===== src/design/acph_consts.vh =====
`ifndef ACPH_CONSTS_VH
`define ACPH_CONSTS_VH

// Bus status codes (3 lines)
`define ACPH_CODE_SOP      3'h0
`define ACPH_CODE_IOP      3'h2
`define ACPH_CODE_FETCH    3'h4
`define ACPH_CODE_STATUS   3'h1
`define ACPH_CODE_GM       3'h3
`define ACPH_CODE_WSPACE   3'h6
`define ACPH_CODE_IACK     3'h5
`define ACPH_CODE_WP       3'h7
`define ACPH_CODE_MID      3'h0
`define ACPH_CODE_GRANT    3'h7
`define ACPH_CODE_IDLE     3'h3

// Status word fields
`define ACPH_SW_EXTOP_EN   11
`define ACPH_SW_CLR_BIT    8
`define ACPH_SW_RESET      16'h0000

// Workspace words and trap vector
`define ACPH_WP_RESET      16'h0000
`define ACPH_PC_RESET      16'h0000
`define ACPH_TRAP2_ADDR    16'h0008
`define ACPH_SAVE_WP_OFS   16'h001a
`define ACPH_SAVE_PC_OFS   16'h001c
`define ACPH_SAVE_SW_OFS   16'h001e

// Opcode classes
`define ACPH_EXTOP_MASK    16'hfc00
`define ACPH_EXTOP_VAL     16'h2c00

// Cycles before a synchronised pin may be trusted
`define ACPH_SYNC_LAG      3'h4

// Clock divider for the system clock output
`define ACPH_CLK_DIV       2'h1

`endif


===== src/design/acph_sync3.v =====
`timescale 1ns/1ps
`default_nettype none

module acph_sync3 (
    // Clock and reset
    input  wire ref_clk,
    input  wire rstn,
    // Pin in, filtered level out
    input  wire pin,
    output reg  level
);

    reg s1;
    reg s2;
    reg s3;

    // Change counts once stage two and three agree
    always @(posedge ref_clk) begin
        if (!rstn) begin
            s1    <= 1'b1;
            s2    <= 1'b1;
            s3    <= 1'b1;
            level <= 1'b1;
        end else begin
            s1 <= pin;
            s2 <= s1;
            s3 <= s2;
            if (s2 == s3) begin
                level <= s3;
            end
        end
    end

endmodule

`default_nettype wire


===== src/design/acph_opdecode.v =====
`timescale 1ns/1ps
`default_nettype none
`include "acph_consts.vh"

module acph_opdecode (
    // Opcode and mode
    input  wire [15:0] opcode,
    input  wire        extop_as_mid,
    input  wire        known_op,
    // Classification
    output wire        is_mid
);

    wire is_extop;

    assign is_extop = ((opcode & `ACPH_EXTOP_MASK) == `ACPH_EXTOP_VAL);
    // Extended ops go out as unknown when mode bit set
    assign is_mid = !known_op || (is_extop && extop_as_mid);

endmodule

`default_nettype wire


===== src/design/acph_handoff.v =====
`timescale 1ns/1ps
`default_nettype none
`include "acph_consts.vh"

module acph_handoff (
    // Clock and reset
    input  wire        ref_clk,
    input  wire        rstn,
    // Fetch request from the instruction sequencer
    input  wire        fetch_req,
    input  wire [15:0] fetch_addr,
    input  wire        known_op,
    // Pins in
    input  wire        coproc_present_n,
    input  wire        hold_req_n,
    input  wire        ready,
    input  wire        present_tied_low,
    input  wire [15:0] ad_in,
    // Bus outputs
    output reg  [2:0]  bus_status_lines,
    output reg  [2:0]  bus_status_oe_n,
    output reg         mem_n,
    output reg         rd_n,
    output reg         we_n,
    output reg         strobe_oe_n,
    output reg         addr_latch_strobe,
    output reg         addr_latch_oe_n,
    output reg  [15:0] ad_out,
    output reg         ad_oe_n,
    output reg         page_select,
    output reg         system_clock_out,
    // Sequencer answers
    output reg         fetch_done,
    output reg  [15:0] fetch_opcode,
    output reg         emulate_start,
    output reg         illegal_op_interrupt,
    output reg         in_hold,
    output reg  [15:0] status_word,
    output reg  [15:0] wp,
    output reg  [15:0] pc
);

    // ------------------------------------------------------------
    // States
    // ------------------------------------------------------------
    localparam S_IDLE   = 4'h0;
    localparam S_FETCH  = 4'h1;
    localparam S_MID    = 4'h2;
    localparam S_SAMPLE = 4'h3;
    localparam S_STOUT  = 4'h4;
    localparam S_VECT   = 4'h5;
    localparam S_WPOUT  = 4'h6;
    localparam S_SAVE   = 4'h7;
    localparam S_HDRV   = 4'h8;
    localparam S_HOLD   = 4'h9;
    localparam S_LOAD   = 4'ha;

    reg  [3:0]  state;
    reg  [3:0]  next_state;
    reg  [1:0]  word_idx;
    reg  [2:0]  wait_cnt;
    reg  [15:0] new_wp;
    reg  [15:0] old_wp;
    reg  [15:0] old_pc;
    reg  [15:0] old_sw;
    reg  [1:0]  clk_div;
    wire        present_n;
    wire        ready_s;
    wire        is_mid;
    wire        settled;
    wire        bus_go;
    wire        mem_start;
    wire        cyc_start;
    wire [1:0]  start_idx;
    wire [15:0] save_val;
    wire [15:0] save_ofs;

    acph_sync3 u_sync_present (
        .ref_clk (ref_clk),
        .rstn    (rstn),
        .pin     (coproc_present_n),
        .level   (present_n)
    );

    acph_sync3 u_sync_ready (
        .ref_clk (ref_clk),
        .rstn    (rstn),
        .pin     (ready),
        .level   (ready_s)
    );

    acph_opdecode u_dec (
        .opcode       (ad_in),
        .extop_as_mid (status_word[`ACPH_SW_EXTOP_EN]),
        .known_op     (known_op),
        .is_mid       (is_mid)
    );

    // Synchronised pins lag; a cycle trusts them only after the lag
    assign settled   = (wait_cnt == `ACPH_SYNC_LAG);
    assign bus_go    = settled && ready_s;
    assign start_idx = (state == next_state) ? word_idx + 2'h1 : 2'h0;
    assign mem_start = ((next_state == S_FETCH) && (state == S_IDLE)) ||
                       ((next_state == S_VECT) && (state != S_VECT)) ||
                       ((next_state == S_SAVE) && ((state != S_SAVE) || bus_go)) ||
                       ((next_state == S_LOAD) && ((state != S_LOAD) || bus_go));
    assign cyc_start = mem_start || ((next_state != state) &&
                       ((next_state == S_SAMPLE) || (next_state == S_STOUT) ||
                        (next_state == S_WPOUT)));
    assign save_val  = (word_idx == 2'h0) ? old_wp :
                       (word_idx == 2'h1) ? old_pc : old_sw;
    assign save_ofs  = (start_idx == 2'h0) ? `ACPH_SAVE_WP_OFS :
                       (start_idx == 2'h1) ? `ACPH_SAVE_PC_OFS : `ACPH_SAVE_SW_OFS;

    // ------------------------------------------------------------
    // Next state
    // ------------------------------------------------------------
    always @* begin
        next_state = state;
        case (state)
            S_IDLE:   if (fetch_req) next_state = S_FETCH;
            // Fetch, status, vector, pointer, save and load cycles wait on ready
            S_FETCH:  if (bus_go) next_state = is_mid ? S_MID : S_IDLE;
            S_MID:    next_state = S_SAMPLE;
            S_SAMPLE: begin
                if (settled) begin
                    next_state = (!present_n && !present_tied_low) ? S_STOUT : S_IDLE;
                end
            end
            S_STOUT:  if (bus_go) next_state = S_VECT;
            S_VECT:   if (bus_go) next_state = S_WPOUT;
            S_WPOUT:  if (bus_go) next_state = S_SAVE;
            S_SAVE:   if (bus_go && word_idx == 2'h2) next_state = S_HDRV;
            S_HDRV:   next_state = S_HOLD;
            S_HOLD:   if (present_n) next_state = S_LOAD;
            S_LOAD:   if (bus_go && word_idx == 2'h2) next_state = S_IDLE;
            default:  next_state = S_IDLE;
        endcase
    end

    // ------------------------------------------------------------
    // Sequencer and context
    // ------------------------------------------------------------
    always @(posedge ref_clk) begin
        if (!rstn) begin
            state                <= S_IDLE;
            word_idx             <= 2'h0;
            wait_cnt             <= 3'h0;
            new_wp               <= `ACPH_WP_RESET;
            old_wp               <= `ACPH_WP_RESET;
            old_pc               <= `ACPH_PC_RESET;
            old_sw               <= `ACPH_SW_RESET;
            wp                   <= `ACPH_WP_RESET;
            pc                   <= `ACPH_PC_RESET;
            status_word          <= `ACPH_SW_RESET;
            fetch_done           <= 1'b0;
            fetch_opcode         <= 16'h0000;
            emulate_start        <= 1'b0;
            illegal_op_interrupt <= 1'b0;
            in_hold              <= 1'b0;
        end else begin
            state                <= next_state;
            if (cyc_start) begin
                wait_cnt <= 3'h0;
            end else if (!settled) begin
                wait_cnt <= wait_cnt + 3'h1;
            end
            fetch_done           <= 1'b0;
            emulate_start        <= 1'b0;
            illegal_op_interrupt <= 1'b0;
            case (state)
                S_IDLE: begin
                    if (fetch_req) begin
                        pc <= fetch_addr;
                    end
                end
                S_FETCH: begin
                    if (bus_go) begin
                        fetch_opcode <= ad_in;
                        fetch_done   <= !is_mid;
                        // Counter left at the word after the opcode
                        pc           <= pc + 16'h0002;
                    end
                end
                S_SAMPLE: begin
                    if (settled && present_tied_low) begin
                        illegal_op_interrupt <= 1'b1;
                    end else if (settled && present_n) begin
                        emulate_start <= 1'b1;
                    end else if (settled) begin
                        old_wp      <= wp;
                        old_pc      <= pc;
                        old_sw      <= status_word;
                        status_word <= status_word & ~(16'h0001 << `ACPH_SW_CLR_BIT);
                    end
                end
                S_VECT: begin
                    if (bus_go) begin
                        new_wp <= ad_in;
                    end
                end
                S_WPOUT: begin
                    if (bus_go) begin
                        wp       <= new_wp;
                        word_idx <= 2'h0;
                    end
                end
                S_SAVE: begin
                    if (bus_go) begin
                        word_idx <= (word_idx == 2'h2) ? 2'h0 : word_idx + 2'h1;
                    end
                end
                S_HOLD: begin
                    in_hold <= !present_n;
                end
                S_LOAD: begin
                    if (bus_go) begin
                        // Reload from saved words 13, 14, 15
                        case (word_idx)
                            2'h0:    wp          <= ad_in;
                            2'h1:    pc          <= ad_in;
                            default: status_word <= ad_in;
                        endcase
                        word_idx <= (word_idx == 2'h2) ? 2'h0 : word_idx + 2'h1;
                    end
                end
                default: begin
                end
            endcase
            if (next_state == S_HOLD) begin
                in_hold <= 1'b1;
            end
        end
    end

    // ------------------------------------------------------------
    // Bus pins
    // ------------------------------------------------------------
    always @(posedge ref_clk) begin
        if (!rstn) begin
            bus_status_lines  <= `ACPH_CODE_IDLE;
            bus_status_oe_n   <= 3'h0;
            mem_n             <= 1'b1;
            rd_n              <= 1'b1;
            we_n              <= 1'b1;
            strobe_oe_n       <= 1'b0;
            addr_latch_strobe <= 1'b0;
            addr_latch_oe_n   <= 1'b0;
            ad_out            <= 16'h0000;
            ad_oe_n           <= 1'b1;
            page_select       <= 1'b0;
        end else begin
            bus_status_oe_n   <= 3'h0;
            strobe_oe_n       <= 1'b0;
            addr_latch_oe_n   <= 1'b0;
            addr_latch_strobe <= 1'b0;
            mem_n             <= 1'b1;
            rd_n              <= 1'b1;
            we_n              <= 1'b1;
            ad_oe_n           <= 1'b1;
            page_select       <= 1'b0;
            case (next_state)
                S_FETCH: begin
                    bus_status_lines  <= `ACPH_CODE_FETCH;
                    mem_n             <= 1'b0;
                    rd_n              <= 1'b0;
                    // Address phase is latched, then the lines float for data
                    addr_latch_strobe <= mem_start;
                    ad_oe_n           <= !mem_start;
                    ad_out            <= mem_start ? fetch_addr : ad_out;
                end
                S_MID: begin
                    bus_status_lines <= `ACPH_CODE_MID;
                end
                S_STOUT: begin
                    bus_status_lines <= `ACPH_CODE_STATUS;
                    ad_out           <= status_word;
                    ad_oe_n          <= 1'b0;
                end
                S_VECT: begin
                    bus_status_lines  <= `ACPH_CODE_IACK;
                    page_select       <= 1'b1;
                    mem_n             <= 1'b0;
                    rd_n              <= 1'b0;
                    addr_latch_strobe <= mem_start;
                    ad_oe_n           <= !mem_start;
                    ad_out            <= `ACPH_TRAP2_ADDR;
                end
                S_WPOUT: begin
                    bus_status_lines <= `ACPH_CODE_WP;
                    ad_out           <= new_wp;
                    ad_oe_n          <= 1'b0;
                end
                S_SAVE: begin
                    bus_status_lines  <= `ACPH_CODE_WSPACE;
                    mem_n             <= 1'b0;
                    // Write strobe held off during the address phase
                    we_n              <= mem_start;
                    addr_latch_strobe <= mem_start;
                    ad_out            <= mem_start ? new_wp + save_ofs : save_val;
                    ad_oe_n           <= 1'b0;
                end
                S_HDRV: begin
                    // Drive high one cycle before floating
                    bus_status_lines  <= `ACPH_CODE_GRANT;
                    addr_latch_strobe <= 1'b1;
                    ad_oe_n           <= 1'b1;
                end
                S_HOLD: begin
                    bus_status_lines  <= `ACPH_CODE_GRANT;
                    bus_status_oe_n   <= 3'h7;
                    strobe_oe_n       <= 1'b1;
                    addr_latch_strobe <= 1'b1;
                    addr_latch_oe_n   <= 1'b1;
                end
                S_LOAD: begin
                    // New pointer kept, since wp is reloaded mid sequence
                    bus_status_lines  <= `ACPH_CODE_WSPACE;
                    mem_n             <= 1'b0;
                    rd_n              <= 1'b0;
                    addr_latch_strobe <= mem_start;
                    ad_oe_n           <= !mem_start;
                    ad_out            <= mem_start ? new_wp + save_ofs : ad_out;
                end
                default: begin
                    bus_status_lines <= `ACPH_CODE_IDLE;
                end
            endcase
        end
    end

    // ------------------------------------------------------------
    // System clock out, never gated by hold
    // ------------------------------------------------------------
    always @(posedge ref_clk) begin
        if (!rstn) begin
            clk_div          <= 2'h0;
            system_clock_out <= 1'b0;
        end else if (clk_div == `ACPH_CLK_DIV) begin
            clk_div          <= 2'h0;
            system_clock_out <= !system_clock_out;
        end else begin
            clk_div <= clk_div + 2'h1;
        end
    end

endmodule

`default_nettype wire


===== config.mk =====
export PLATFORM = sky130hd
export DESIGN_NAME = acph_handoff
export DESIGN_NICKNAME = d
export VERILOG_FILES = /design/src/design/acph_sync3.v /design/src/design/acph_opdecode.v /design/src/design/acph_handoff.v
export VERILOG_INCLUDE_DIRS = /design/src /design/src/design
export SDC_FILE = /design/constraint.sdc
export NUM_CORES = 1
export LEC_CHECK = 0
export BUFFER_PORTS_ARGS = -buffer_cell sky130_fd_sc_hd__buf_2
export CAP_MARGIN = 20
export CORE_ASPECT_RATIO = 1.25
export CORE_MARGIN = 2
export CORE_UTILIZATION = 30
export DETAILED_ROUTE_END_ITERATION = 6
export SYNTH_ARGS = -nofsm -noshare
export SYNTH_HDL_FRONTEND = slang
export SYNTH_HIERARCHICAL = 1
export SYNTH_SLANG_ARGS = --single-unit

===== constraint.sdc =====
create_clock -name ref_clk -period 4.1 [get_ports ref_clk]
set_input_delay 0.41 -clock ref_clk [delete_from_list [all_inputs] [get_ports ref_clk]]
set_output_delay 0.41 -clock ref_clk [all_outputs]
set_load 0.02 [all_outputs]

-- Word level (Yosys, flattened, before mapping)
Index checks and enable logic that the tools add are counted.
- register bits after elaboration: 181
- input port bits: 40
- output and inout bits: 99
- add/sub/neg operators: 5
- eq/ne operators: 46
- muxes and demuxes: 52
- bitwise logic cells: 5
- reductions and logical operators: 58
- operator list (operator ; count):
    16-bit two-way mux ; 14
    16-bit one-hot mux with 6 select lines ; 1
    16-bit one-hot mux with 2 select lines ; 2
    16-bit one-hot mux with 3 select lines ; 1
    4-bit one-hot mux with 11 select lines ; 1
    4-bit two-way mux ; 9
    4-bit by 3-bit == test with 1-bit output (second input constant) ; 8
    9-bit two-way mux ; 3
    4-bit == test (second input constant) ; 6
    2-bit inequality test (second input constant) ; 12
    3-bit one-hot mux with 6 select lines ; 1
    16-bit by 2-bit adder with 16-bit output (second input constant) ; 1
    16-bit by 5-bit adder with 16-bit output ; 1
    4-bit by 2-bit == test with 1-bit output (second input constant) ; 4
    2-bit two-way mux ; 6
    4-bit AND reduction ; 3
    2-bit OR reduction ; 6
    3-bit OR reduction ; 4
    1-bit logical AND ; 11
    1-bit logical OR ; 9
    3-bit two-way mux ; 3
    3-bit AND reduction ; 3
    4-bit by 1-bit == test with 1-bit output (second input constant) ; 2
    1-bit two-way mux ; 8
    other kinds (25) ; 47

-- Depth between registers and ports, before layout
Gate-level depths: netlist of run 1.
- depth in word-level cells: 14
- mapped depth: 20
- mapped depth without buffers: 19

-- By module
The synthesis of run 1 kept the hierarchy.
- by module, submodules not included (module ; instances ; cells each ; area an instance (µm²) ; sequential area each (µm²)):
    acph_handoff ; 1 ; 1094 ; 8314.2 ; 3403.3
    acph_sync3 ; 2 ; 10 ; 112.6 ; 80.1
    acph_opdecode ; 1 ; 3 ; 27.5 ; 0.0

-- Least setup slack after synthesis of run 1
OpenSTA, ideal clock, no wires.
- kind: reg-to-reg
- start: register wait_cnt[0]
- end: register ad_out[12]
- setup time: 0.115 ns
- arrival: 3.787 ns
- data required time: 3.985 ns
- path slack: 0.198 ns
- stages on the path, launching flop included: 19
- buffers on the path: 1
- cell sequence: dfxtp_1 -> inv_1 -> ha_1 -> nand3_2 -> o311ai_2 -> or2_2 -> clkbuf_1 -> xnor2_1 -> o211a_1 -> a21boi_0 -> ha_1 -> a211oi_1 -> a21oi_1 -> nand2_1 -> xor2_1 -> a211oi_1 -> o32ai_1 -> o21ai_0 -> and2_1
- word-level cells in the longest chain between the ends: 13
- RTL lines (element ; RTL line ; RTL):
    start: declaration ; acph_handoff.v:61 ; reg [2:0] wait_cnt;
    start signal: assignment ; acph_handoff.v:166 ; wait_cnt <= wait_cnt + 3'h1;
    3-bit == test (no line) (*) ; -- ;
    1-bit logical AND ; acph_handoff.v:101 ; assign bus_go = settled && ready_s;
    1-bit logical AND ; acph_handoff.v:133, acph_handoff.v:136 ;
    4-bit two-way mux (on tied branches) ; acph_handoff.v:136, acph_handoff.v:133 ;
    4-bit one-hot mux with 11 select lines ; acph_handoff.v:120 ; case (state)
    4-bit == test ; acph_handoff.v:102 ; assign start_idx = (state == next_state) ? word_idx + 2'h1 : 2'h0;
    2-bit two-way mux ; acph_handoff.v:102 ;
    2-bit by 1-bit == test with 1-bit output ; acph_handoff.v:113 ; (start_idx == 2'h1) ? `ACPH_SAVE_PC_OFS : `ACPH_SAVE_SW_OFS;
    2-bit two-way mux (no line) ; -- ;
    3-bit two-way mux (no line) ; -- ;
    16-bit by 5-bit adder with 16-bit output ; acph_handoff.v:300, acph_handoff.v:323 ;
    16-bit two-way mux (on tied branches) ; acph_handoff.v:323, acph_handoff.v:300 ;
    16-bit one-hot mux with 6 select lines ; acph_handoff.v:262 ; case (next_state)
    end signal: assignment ; acph_handoff.v:270 ; ad_out <= mem_start ? fetch_addr : ad_out;
    end signal: assignment ; acph_handoff.v:300 ; ad_out <= mem_start ? new_wp + save_ofs : save_val;
    end signal: assignment ; acph_handoff.v:323 ; ad_out <= mem_start ? new_wp + save_ofs : ad_out;
    end: declaration ; acph_handoff.v:28 ; output reg [15:0] ad_out,
Every way passes the cells marked *; elsewhere a longest branch is shown, timed or not. The select of a mux whose other input is x is not followed.
A chain may end at the register's enable or synchronous reset.

-- Worst setup path in the final report of run 1
- start: register wait_cnt[0]
- end: register ad_out[5]
Same word-level chain as after synthesis.

==> summary.txt, run 1 <==
GRT
  • All-Layer GR Usage: 0.2224
  • GRT overflow: 0
  • Largest net degree at the start of global routing: 76
  • First-pass GRT wire length: 49950 microns
  • Initial antenna violation count: 0
  • Vias in the first global route: 8266

Synth
  • Synth Instances: 1117
  • Post-Synth XOR/XNOR Area: 0.01534
  • Post-synth net total: 1167
  • Mux cell area share after synthesis: 0.02395
  • Avg Cell Area, Syn: 7.670 sq um
  • Post-synthesis sequential area ratio: 0.4159
  • #FFs+latches synth: 178
  • Top_reg_cell synth: dfxtp_1
  • Top-count cell post-synth: nand2_1
  • Largest family of logic cells by synthesized area: compound AO/OA/AOI/OAI gates
  • Post-synthesis compound-gate area fraction: 0.2423
  • Post-Synth Simple-Gate Area: 0.2369
  • Top cells by area, synth: dfxtp_1 42%, nand2_1 12%, a21oi_1 8.8%
  • Area leader, netlist: dfxtp_1
  • Commonest cells in the netlist: 282 x nand2_1, 178 x dfxtp_1, 150 x a21oi_1
  • Distinct cell type count after synthesis: 78
  • Post-synth EDFFs: 0
  • Synth Warn #: 6
  • Synth Area in Adders: 0.01548
  • Async SR Flop Fraction: 0
  • Post-synth top area share: 0.4159
  • Synthesized area: 8567 sq um

Drt
  • Routed vias: 8811
  • DRC: 0
  • First DRT Iteration DRCs: 885
  • First-pass DRT Iterations: 5
  • Antenna-violating nets left: 0
  • Routed Wire Length: 33740 microns
  • DR vias/cell: 5.507
  • DR WL/cell: 21.09 microns

STA
  • Setup TNS: 0 ns
  • Hold WS: 0.1415 ns
  • Worst-margin pin slew: 1.081 ns
  • Max_slew headroom: 0.2794
  • Final worst-path cycle share: 0.9428
  • Final Hold Vio Count: 0
  • Max Slew Vio Count: 0
  • Fmax achieved: 258.7 MHz
  • Final worst path period need: 3.866 ns
  • Setup Skew: 0.01837 ns
  • Final setup fails: 0

Placed design
  • I/O Buffers: 137
  • GPL Wtd Cong: 0.9438
  • Hpwl dp: 24580 microns

Setup path
  • Crit path max-delay cell type: fa_2
  • R2R setup slack: 0.23 ns
  • Slowest stage delay, CP: 0.37 ns
  • Max FO, Critical Path: 5
  • CP Capture Type: flop
  • CP required: 4.40 ns
  • Startpoint Class: flop
  • RR Startpoint: wait_cnt[0]$_SDFFE_PP0P_
  • WS Path Type: reg2reg
  • Worst r2r dst: ad_out[5]$_SDFFE_PN0P_
  • Worst-path cell chain: inv_1 -> ha_2 -> nand3_2 -> o2111ai_2 -> o311ai_2 -> or2_2 -> xnor2_1 -> o211a_1 -> nand3_1 -> ha_2 -> fa_2 -> buf_4 -> or3_4 -> xnor2_1 -> nor2_1 -> o21ai_1 -> nand4_1 -> o211ai_1 -> a21oi_1
  • Worst r2r path cells: 19
  • Critical path origin: wait_cnt[0]$_SDFFE_PP0P_
  • WP data arrival: 4.16 ns

Final layout
  • Ant. Diodes: 0
  • Final #Nets: 1282
  • Area grow syn2layout: 21.73%
  • # fillers: 2931
  • Layout cells sized above 1: 0.2080
  • Post-layout util: 0.3694

Floorplanning
  • Starting density of the core: 0.3035
  • Core Area: 28230 sq um
  • # IOs: 139
  • DIE AREA: 29930 sq um
  • Die W: 155.1 microns
  • Die Y: 192.9 microns
  • Row count: 69

Pwr
  • Total power: 3.917 mW
  • Total power density per cell area: 375.6 nW/um^2
  • Maximum vdd drop: 0.0001936 V
  • Lkg Pwr: 3.946 nW

Hold path
  • Worst hold path stage count: 2
  • Hold_sp: coproc_present_n
  • HP Class: in2reg
  • Hold endpoint: u_sync_present/s1$_SDFF_PN1_

Clock network
  • CTS Buf Count: 17
  • CTS tree: built
  • Clk root buf: clkbuf_16
  • CTS max path bufs: 2
  • Clk pin slew, worst setup/hold paths: 0.07 ns
  • Clk sink count: 178
  • H-tree depth: 4
  • Clk Latency, worst-skew pair: 0.45 ns
  • Setup bufs post-CTS: 0

Job
  • Number of max-cap violations: 0

Outcome
  • Outcome: finished, final reports clean
==> logic make-up (layout without fill, tap and decap cells) <==
kind of cell,count (synthesis),in the layout
multiplexers,20,20
buffers and inverters,100,228
adder cells (fa/ha/maj),10,10
AND/OR/NAND/NOR,467,467
AO/OA/AOI/OAI,327,327
XOR/XNOR,15,15
flip-flops,178,178
==> report_power, final <==
part	switching (mW)	internal, mW	leakage [nW]	total, mW
clock	0.782	0.934	0.296	1.72
sequential	0.0447	1.77	1.44	1.82
combinational	0.252	0.134	2.21	0.386
==> repair_timing <==
| action | CTS | global route |
|---|---|---|
| hold endpoints to repair | 0 | 0 |
| resized for setup | 0 | 18 |
| setup endpoints to repair | 0 | 9 |
| hold buffers | 0 | 0 |
==> state kept, by name (all words and copies together) (netlist names), 3 cells and up <==
register / cells
status_word: 16
fetch_opcode: 16
state: 4
wait_cnt: 3
pc: 16
bus_status_lines: 3
old_pc: 16
old_wp: 16
new_wp: 16
ad_out: 16
wp: 16
old_sw: 16
==> final cells by class <==
class,instances,area [sq um],share of cell area
Multi-Input combinational cell,839,4693,0.4500
Timing Repair Buffer,185,1084,0.1039
Sequential cell,178,3563,0.3417
Tap cell,355,444.2,0.04259
Clock buffer,18,439.2,0.04211
Inverter,11,43.79,0.004199
Clock inverter,14,161.4,0.01548
==> critical path: cells and delay by family (launching register included) <==
family                     cells  cell delay (ns)
and+or+nand+nor                6             1.20
adders and majority gates      3             0.80
buffers and inverters          2             0.24
DFF                            1             0.33
AOI/OAI and AO/OA              6             0.86
xor gates and xnor gates       2             0.30
==> layout by cell type (no fill, tap or decap), drive strengths merged, types with 8 or more instances in the layout <==
cell type	count
a211oi	18
a21oi	150
a221oi	8
a311oi	14
a31oi	16
and3	17
buf	185
clkbuf	18
dfxtp	178
ha	9
inv	19
mux2i	16
nand2	282
nand2b	8
nand3	18
nor2	86
nor3	13
nor4	8
o211ai	19
o21ai	49
o22ai	9
xnor2	9
==> how the worst max path moves through the flow <==
stage	endpoint	slack (ns)	cells after the start
after floorplan	ad_out[12]$_SDFFE_PN0P_	0.20	18
after global placement	ad_out[10]$_SDFFE_PN0P_	0.15	18
after detailed placement	ad_out[13]$_SDFFE_PN0P_	0.05	17
after CTS	ad_out[13]$_SDFFE_PN0P_	0.02	17
after global routing	ad_out[12]$_SDFFE_PN0P_	-0.04	19
final	ad_out[5]$_SDFFE_PN0P_	0.23	19
==> routing by layer <==
metal	GRT usage	part of all wire	vias to the layer above
li1	-	-	4156
met1	0.2553	0.39	4238
met2	0.3899	0.49	336
met3	0.03241	0.055	81
met4	0.1392	0.062	0
met5	0	0	-
==> metrics by stage <==
stage / setup slack [ns] / area, sq um / std cells
final: 0.2345 / 10430 / 1600
after global routing: -0.04300 / 10430 / 1600
after CTS: 0.01968 / 10350 / 1600
after detailed placement: 0.05064 / 9754 / 1568
after global placement: 0.1531 / 9754 / 1568
after floorplan: 0.1980 / 8567 / 1117
Note: power is estimated with default switching activity, not from simulation.
==> run 2: changes to the inputs <==
--- a/config.mk
+++ b/config.mk
@@ -6,11 +6,13 @@
 export SDC_FILE = /design/constraint.sdc
 export NUM_CORES = 1
 export LEC_CHECK = 0
+export ABC_AREA = 1
 export BUFFER_PORTS_ARGS = -buffer_cell sky130_fd_sc_hd__buf_2
 export CAP_MARGIN = 20
 export CORE_ASPECT_RATIO = 1.25
 export CORE_MARGIN = 2
 export CORE_UTILIZATION = 30
+export CTS_BUF_LIST = sky130_fd_sc_hd__clkbuf_8 sky130_fd_sc_hd__clkbuf_16
 export DETAILED_ROUTE_END_ITERATION = 6
 export SYNTH_ARGS = -nofsm -noshare
 export SYNTH_HDL_FRONTEND = slang
==> summary.txt, run 2 <==
Drt
  • DR WL/cell: 17.09 microns (was 21.09 microns)
  • Routed vias: 8667 (was 8811)
  • First DRT Iteration DRCs: 701 (was 885)
  • DRC: 0 (unchanged)
  • Antenna-violating nets left: 0 (unchanged)
  • First-pass DRT Iterations: 5 (unchanged)
  • DR vias/cell: 4.845 (was 5.507)
  • Routed Wire Length: 30580 microns (was 33740 microns)

STA
  • Worst-margin pin slew: 0.9164 ns (was 1.081 ns)
  • Final worst path period need: 3.625 ns (was 3.866 ns)
  • Setup TNS: 0 ns (unchanged)
  • Max_slew headroom: 0.3876 (was 0.2794)
  • Fmax achieved: 275.8 MHz (was 258.7 MHz)
  • Final setup fails: 0 (unchanged)
  • Final worst-path cycle share: 0.8842 (was 0.9428)
  • Final Hold Vio Count: 0 (unchanged)
  • Setup WS post-layout: 0.4748 ns (was 0.2345 ns)
  • Setup Skew: 0.01641 ns (was 0.01837 ns)
  • Max Slew Vio Count: 0 (unchanged)
  • RSZ-0062 raised after global routing: no

Clock network
  • CTS Buf Count: 17 (unchanged)
  • H-tree depth: 4 (unchanged)
  • CTS max path bufs: 2 (unchanged)
  • CTS tree: built (unchanged)
  • Setup bufs post-CTS: 0 (unchanged)
  • Clk sink count: 178 (unchanged)
  • Clk pin slew, worst setup/hold paths: 0.07 ns (about the same)
  • Clk root buf: clkbuf_16 (unchanged)
  • Clk Latency, worst-skew pair: 0.44 ns (was 0.45 ns)
  • Number of hold buffers added after cts: 0 (unchanged)

Floorplanning
  • Die W: 158.1 microns (was 155.1 microns)
  • Row count: 70 (was 69)
  • Die Y: 196.6 microns (was 192.9 microns)
  • # IOs: 139 (unchanged)
  • Starting density of the core: 0.3044 (was 0.3035)
  • DIE AREA: 31080 sq um (was 29930 sq um)
  • Core Area: 29250 sq um (was 28230 sq um)

Placed design
  • I/O Buffers: 137 (unchanged)
  • Dpl ws: 0.3644 ns (was 0.05064 ns)
  • Hpwl dp: 23350 microns (was 24580 microns)
  • GPL Wtd Cong: 0.9335 (was 0.9438)

Synth
  • Synth Warn #: 6 (unchanged)
  • Avg Cell Area, Syn: 6.951 sq um (was 7.670 sq um)
  • Commonest cells in the netlist: 260 x nand2_1, 193 x o21ai_0, 178 x dfxtp_1 (was 282 x nand2_1, 178 x dfxtp_1, 150 x a21oi_1)
  • Post-synth net total: 1331 (was 1167)
  • Distinct cell type count after synthesis: 42 (was 78)
  • Async SR Flop Fraction: 0 (unchanged)
  • Post-synth top area share: 0.4002 (was 0.4159)
  • #FFs+latches synth: 178 (unchanged)
  • Area leader, netlist: dfxtp_1 (unchanged)
  • Top_reg_cell synth: dfxtp_1 (unchanged)
  • Top-count cell post-synth: nand2_1 (unchanged)
  • Top cells by area, synth: dfxtp_1 40%, nand2_1 11%, o21ai_0 11% (was dfxtp_1 42%, nand2_1 12%, a21oi_1 8.8%)
  • Synth Instances: 1281 (was 1117)
  • Post-synthesis sequential area ratio: 0.4002 (was 0.4159)
  • Synthesized area: 8905 sq um (was 8567 sq um)
  • Post-synth EDFFs: 0 (unchanged)

Pwr
  • Lkg Pwr: 4.494 nW (was 3.946 nW)
  • Maximum vdd drop: 0.0002977 V (was 0.0001936 V)
  • Total power: 3.954 mW (was 3.917 mW)
  • Total power density per cell area: 376.7 nW/um^2 (was 375.6 nW/um^2)

Setup path
  • WP data arrival: 4.00 ns (was 4.16 ns)
  • CP required: 4.47 ns (was 4.40 ns)
  • Worst path most repeated cell: nand2_1
  • Max FO, Critical Path: 8 (was 5)
  • Startpoint Class: flop (unchanged)
  • CP Capture Type: flop (unchanged)
  • Family with the most delay on the worst path: simple AND/OR/NAND/NOR gates (unchanged)
  • Crit path max-delay cell type: fa_1 (was fa_2)
  • Slowest stage delay, CP: 0.42 ns (was 0.37 ns)
  • Critical path buffers and inverters: 3 (was 2)
  • WS Path Type: reg2reg (unchanged)

Final layout
  • Ant. Diodes: 0 (unchanged)
  • # fillers: 3192 (was 2931)
  • Layout cells sized above 1: 0.1838 (was 0.2080)
  • Final #Nets: 1430 (was 1282)
  • Area grow syn2layout: 17.87% (was 21.73%)
  • Most frequent cells in the layout: 260 x nand2_1, 192 x o21ai_0, 178 x dfxtp_1 (was 282 x nand2_1, 178 x dfxtp_1, 149 x a21oi_1)
  • Post-layout util: 0.3588 (was 0.3694)
  • Most common cell after layout, fill and taps aside: nand2_1 (unchanged)
  • Area of the multi-input gates: 4429 sq um (was 4693 sq um)
  • Register area: 3563 sq um (unchanged)

Outcome
  • Outcome: finished, final reports clean (unchanged)

GRT
  • Initial antenna violation count: 0 (unchanged)
  • All-Layer GR Usage: 0.1982 (was 0.2224)
  • GRT overflow: 0 (unchanged)
  • First-pass GRT wire length: 46620 microns (was 49950 microns)
  • Vias in the first global route: 8038 (was 8266)
  • Largest net degree at the start of global routing: 68 (was 76)

Job
  • Number of max-cap violations: 0 (unchanged)

Hold path
  • HP Class: in2reg (unchanged)
[run 2: cell types whose count changed after synthesis, sizes merged, moves of 15 or more]
| cell | delta |
|---|---|
| nand3 | +19 |
| a21oi | -25 |
| a41oi | +20 |
| a211oi | -15 |
| o21ai | +147 |
| mux2i | -16 |
| inv | +141 |
| nor2 | +47 |
| and3 | -16 |
[run 2: cell families (layout without fill, tap and decap cells)]
| logic type | Yosys count | count (layout) | share of synthesized area |
|---|---|---|---|
| xor+xnor | 12 | 12 | 0.01180 |
| flops | 178 | 178 | 0.4002 |
| buf+inv | 228 | 340 | 0.1036 |
| simple gates | 480 | 480 | 0.2403 |
| fa+ha+maj | 10 | 10 | 0.01489 |
| compound gates | 373 | 373 | 0.2293 |
[run 2: stage by stage]
step                      area (sq um)  instances  hold WS (ns)
after floorplan                   8905       1281        0.3795
after global placement            9879       1757        0.3843
after detailed placement          9879       1757        0.4055
after CTS                        10490       1789        0.1390
after global routing             10500       1789        0.1617
final                            10500       1789        0.1536
[run 2: where the power goes]
| part | internal, mW | leakage, nW | switching [mW] |
|---|---|---|---|
| Sequential | 1.78 | 1.44 | 0.0414 |
| Combinational | 0.128 | 2.75 | 0.291 |
| Clock | 0.939 | 0.302 | 0.777 |
[run 2: what timing repair did]
item,4_1_cts,5_1_grt
setup endpoints to repair,0,8
gates resized for setup,0,3
hold endpoints to repair,0,0
[run 2: routing by layer]
metal / global-route usage / part of all wire / vias to the layer above
met5: 0 / 0 / -
met4: 0.09576 / 0.045 / 0
met3: 0.02968 / 0.046 / 51
met2: 0.3119 / 0.45 / 267
met1: 0.2649 / 0.46 / 3955
li1: - / - / 4394
[run 2: final cells by class]
type	count	area share
Inverter	152	0.05436
Sequential cell	178	0.3395
Multi-Input combinational cell	875	0.4220
Timing Repair Buffer	156	0.07915
Tap cell	396	0.04720
Clock inverter	14	0.01597
Clock buffer	18	0.04184
[run 2: path summary, 6_finish.rpt]
kind                              start                            to  slack, ns  cells after the start
max reg2reg    wait_cnt[0]$_SDFFE_PP0P_       ad_out[11]$_SDFFE_PN0P_       0.47                     26
max            wait_cnt[0]$_SDFFE_PP0P_       ad_out[11]$_SDFFE_PN0P_       0.47                     26
min                    coproc_present_n  u_sync_present/s1$_SDFF_PN1_       0.15                      3
min reg2reg  u_sync_ready/s1$_SDFF_PN1_    u_sync_ready/s2$_SDFF_PN1_       0.41                      2
[run 2: worst register-to-register path, stage by stage, from the launching register on]
cell and delay (ns):
dfxtp_1 0.33, inv_1 0.07, ha_1 0.21, nand2_4 0.12, nor2_8 0.12, nand2_4 0.08
nand2_1 0.07, inv_2 0.03, nor2_2 0.13, nand2_4 0.12, xor2_1 0.15, nand3_1 0.15
nor2_1 0.12, nand2_1 0.06, ha_1 0.21, fa_1 0.42, nor3_2 0.23, nor3_2 0.12
nand3_1 0.14, inv_1 0.08, nand2_1 0.06, nand2_1 0.06, o21ai_0 0.14, nor2_1 0.06
nand2_1 0.11, nand2_1 0.06, a21oi_1 0.11
==> run 3: changes to the inputs <==
--- a/config.mk
+++ b/config.mk
@@ -14,6 +14,7 @@
 export CORE_UTILIZATION = 30
 export CTS_BUF_LIST = sky130_fd_sc_hd__clkbuf_8 sky130_fd_sc_hd__clkbuf_16
 export DETAILED_ROUTE_END_ITERATION = 6
+export PLACE_DENSITY = 0.46
 export SYNTH_ARGS = -nofsm -noshare
 export SYNTH_HDL_FRONTEND = slang
 export SYNTH_HIERARCHICAL = 1
==> summary.txt, run 3 (synthesis results as in run 2) <==
Drt
  • First-pass DRT Iterations: 5 (unchanged)
  • First DRT Iteration DRCs: 616 (was 701)
  • DR WL/cell: 18.25 microns (was 17.09 microns)
  • DR vias/cell: 4.802 (was 4.845)
  • Routed vias: 8595 (was 8667)
  • Antenna-violating nets left: 0 (unchanged)
  • DRC: 0 (unchanged)
  • Routed Wire Length: 32670 microns (was 30580 microns)

Hold path
  • Hold endpoint: u_sync_ready/s1$_SDFF_PN1_ (was u_sync_present/s1$_SDFF_PN1_)
  • Worst hold path stage count: 3 (unchanged)
  • HP Class: in2reg (unchanged)
  • Hold_sp: ready (was coproc_present_n)

STA
  • Final worst path period need: 3.563 ns (was 3.625 ns)
  • Fmax achieved: 280.7 MHz (was 275.8 MHz)
  • Setup TNS: 0 ns (unchanged)
  • Setup Skew: 0.01137 ns (was 0.01641 ns)
  • Final worst-path cycle share: 0.8689 (was 0.8842)
  • Final Hold Vio Count: 0 (unchanged)
  • RSZ-0062 raised after global routing: no (unchanged)
  • Setup WS post-layout: 0.5374 ns (was 0.4748 ns)
  • Max Slew Vio Count: 0 (unchanged)
  • Max_slew headroom: 0.3493 (was 0.3876)
  • Worst-margin pin slew: 0.9760 ns (was 0.9164 ns)
  • Final setup fails: 0 (unchanged)

Setup path
  • WS Path Type: reg2reg (unchanged)
  • R2R setup slack: 0.54 ns (was 0.47 ns)
  • RR Startpoint: wait_cnt[0]$_SDFFE_PP0P_ (unchanged)
  • WP data arrival: 3.88 ns (was 4.00 ns)
  • Worst r2r dst: ad_out[6]$_SDFFE_PN0P_ (was ad_out[11]$_SDFFE_PN0P_)
  • Max FO, Critical Path: 6 (was 8)
  • Worst r2r path cells: 23 (was 26)
  • CP Capture Type: flop (unchanged)
  • CP required: 4.42 ns (was 4.47 ns)
  • Startpoint Class: flop (unchanged)

Final layout
  • Design area: 10520 sq um (was 10500 sq um)
  • Most common cell after layout, fill and taps aside: nand2_1 (unchanged)
  • Ant. Diodes: 0 (unchanged)
  • Register area: 3563 sq um (unchanged)
  • Most frequent cells in the layout: 260 x nand2_1, 192 x o21ai_0, 178 x dfxtp_1 (unchanged)
  • # fillers: 3320 (was 3192)
  • Post-layout util: 0.3595 (was 0.3588)
  • Area of the multi-input gates: 4429 sq um (unchanged)
  • Area grow syn2layout: 18.08% (was 17.87%)
  • Final #Nets: 1431 (was 1430)
  • Layout cells sized above 1: 0.1851 (was 0.1838)

GRT
  • Initial antenna violation count: 0 (unchanged)
  • All-Layer GR Usage: 0.2116 (was 0.1982)
  • First-pass GRT wire length: 48620 microns (was 46620 microns)
  • GRT overflow: 0 (unchanged)
  • Largest net degree at the start of global routing: 106 (was 68)
  • Vias in the first global route: 7913 (was 8038)

Placed design
  • I/O Buffers: 137 (unchanged)
  • Dpl ws: 0.3775 ns (was 0.3644 ns)
  • Hpwl dp: 24760 microns (was 23350 microns)
  • GPL Wtd Cong: 0.9317 (was 0.9335)
  • Area after DPL: 9879 sq um (unchanged)

Floorplanning
  • Starting density of the core: 0.3044 (unchanged)
  • Core Area: 29250 sq um (unchanged)
  • DIE AREA: 31080 sq um (unchanged)
  • Row count: 70 (unchanged)
  • # IOs: 139 (unchanged)
  • Die W: 158.1 microns (unchanged)
  • Die Y: 196.6 microns (unchanged)

Pwr
  • Total power: 4.009 mW (was 3.954 mW)
  • Lkg Pwr: 4.493 nW (was 4.494 nW)
  • Maximum vdd drop: 0.0002263 V (was 0.0002977 V)
  • Total power density per cell area: 381.3 nW/um^2 (was 376.7 nW/um^2)

Job
  • Number of max-cap violations: 0 (unchanged)

Clock network
  • CTS max path bufs: 2 (unchanged)
  • Clk pin slew, worst setup/hold paths: 0.08 ns (was 0.07 ns)
  • CTS Buf Count: 17 (unchanged)
  • Clk Latency, worst-skew pair: 0.45 ns (was 0.44 ns)
  • CTS tree: built (unchanged)
  • Clk sink count: 178 (unchanged)
  • Clk root buf: clkbuf_16 (unchanged)
  • H-tree depth: 4 (unchanged)

Outcome
  • Outcome: finished, final reports clean (unchanged)
[run 3: where the power goes]
group / internal, mW / switching (mW) / total (mW)
Clock: 0.932 / 0.831 / 1.76
Combinational: 0.129 / 0.298 / 0.427
Sequential: 1.78 / 0.0410 / 1.82
[run 3: layout make-up]
type | count | share of cell area
Multi-Input combinational cell | 875 | 0.4212
Clock buffer | 17 | 0.04046
Inverter | 152 | 0.05426
Sequential cell | 178 | 0.3389
Clock inverter | 15 | 0.01832
Timing Repair Buffer | 157 | 0.07972
Tap cell | 396 | 0.04712
[run 3: worst max-delay path, stage by stage, from the launching register on]
cell and delay (ns):
dfxtp_1 0.33, inv_1 0.08, ha_1 0.21, nand2_4 0.12, nor2_8 0.13, nand2_4 0.08, nand2_1 0.07, inv_2 0.03
nor2_2 0.13, nand2_4 0.06, xor2_1 0.13, nand3_1 0.17, a21oi_1 0.31, ha_1 0.30, inv_1 0.05, o21ai_1 0.16
o21ai_0 0.21, buf_4 0.15, xor2_1 0.17, o21ai_0 0.09, nor3_1 0.21, nand2_1 0.11, nand2_1 0.07, a21oi_1 0.06
[run 3: worst max path at each step]
stage	depth (start not counted)	start	slack, ns	end
floorplan	26	wait_cnt[0]$_SDFFE_PP0P_	0.85	ad_out[11]$_SDFFE_PN0P_
global placement	24	wait_cnt[0]$_SDFFE_PP0P_	0.44	ad_out[14]$_SDFFE_PN0P_
detailed placement	23	wait_cnt[0]$_SDFFE_PP0P_	0.38	ad_out[6]$_SDFFE_PN0P_
CTS	23	wait_cnt[0]$_SDFFE_PP0P_	0.35	ad_out[6]$_SDFFE_PN0P_
global route	26	wait_cnt[0]$_SDFFE_PP0P_	0.13	ad_out[11]$_SDFFE_PN0P_
finish	23	wait_cnt[0]$_SDFFE_PP0P_	0.54	ad_out[6]$_SDFFE_PN0P_
[run 3: through the flow]
step	cells	hold slack, ns
2_1_floorplan	1281	0.3795
4_1_cts	1789	0.1147
3_3_place_gp	1757	0.3838
6_report	1790	0.1341
3_5_place_dp	1757	0.3889
5_1_grt	1790	0.1259
[run 3: layer usage]
layer	GRT usage	wire length (microns)
met2	0.3206	14630
met5	0	0
met1	0.3000	15620
met4	0.08242	1074
met3	0.03386	1347
[run 3: what timing repair did]
action                                  4_1_cts  5_1_grt
endpoints found under the setup margin        0        3
endpoints found under the hold margin         0        0
hold buffers                                  0        0
resized for setup                             0        3
buffers inserted                              0        0
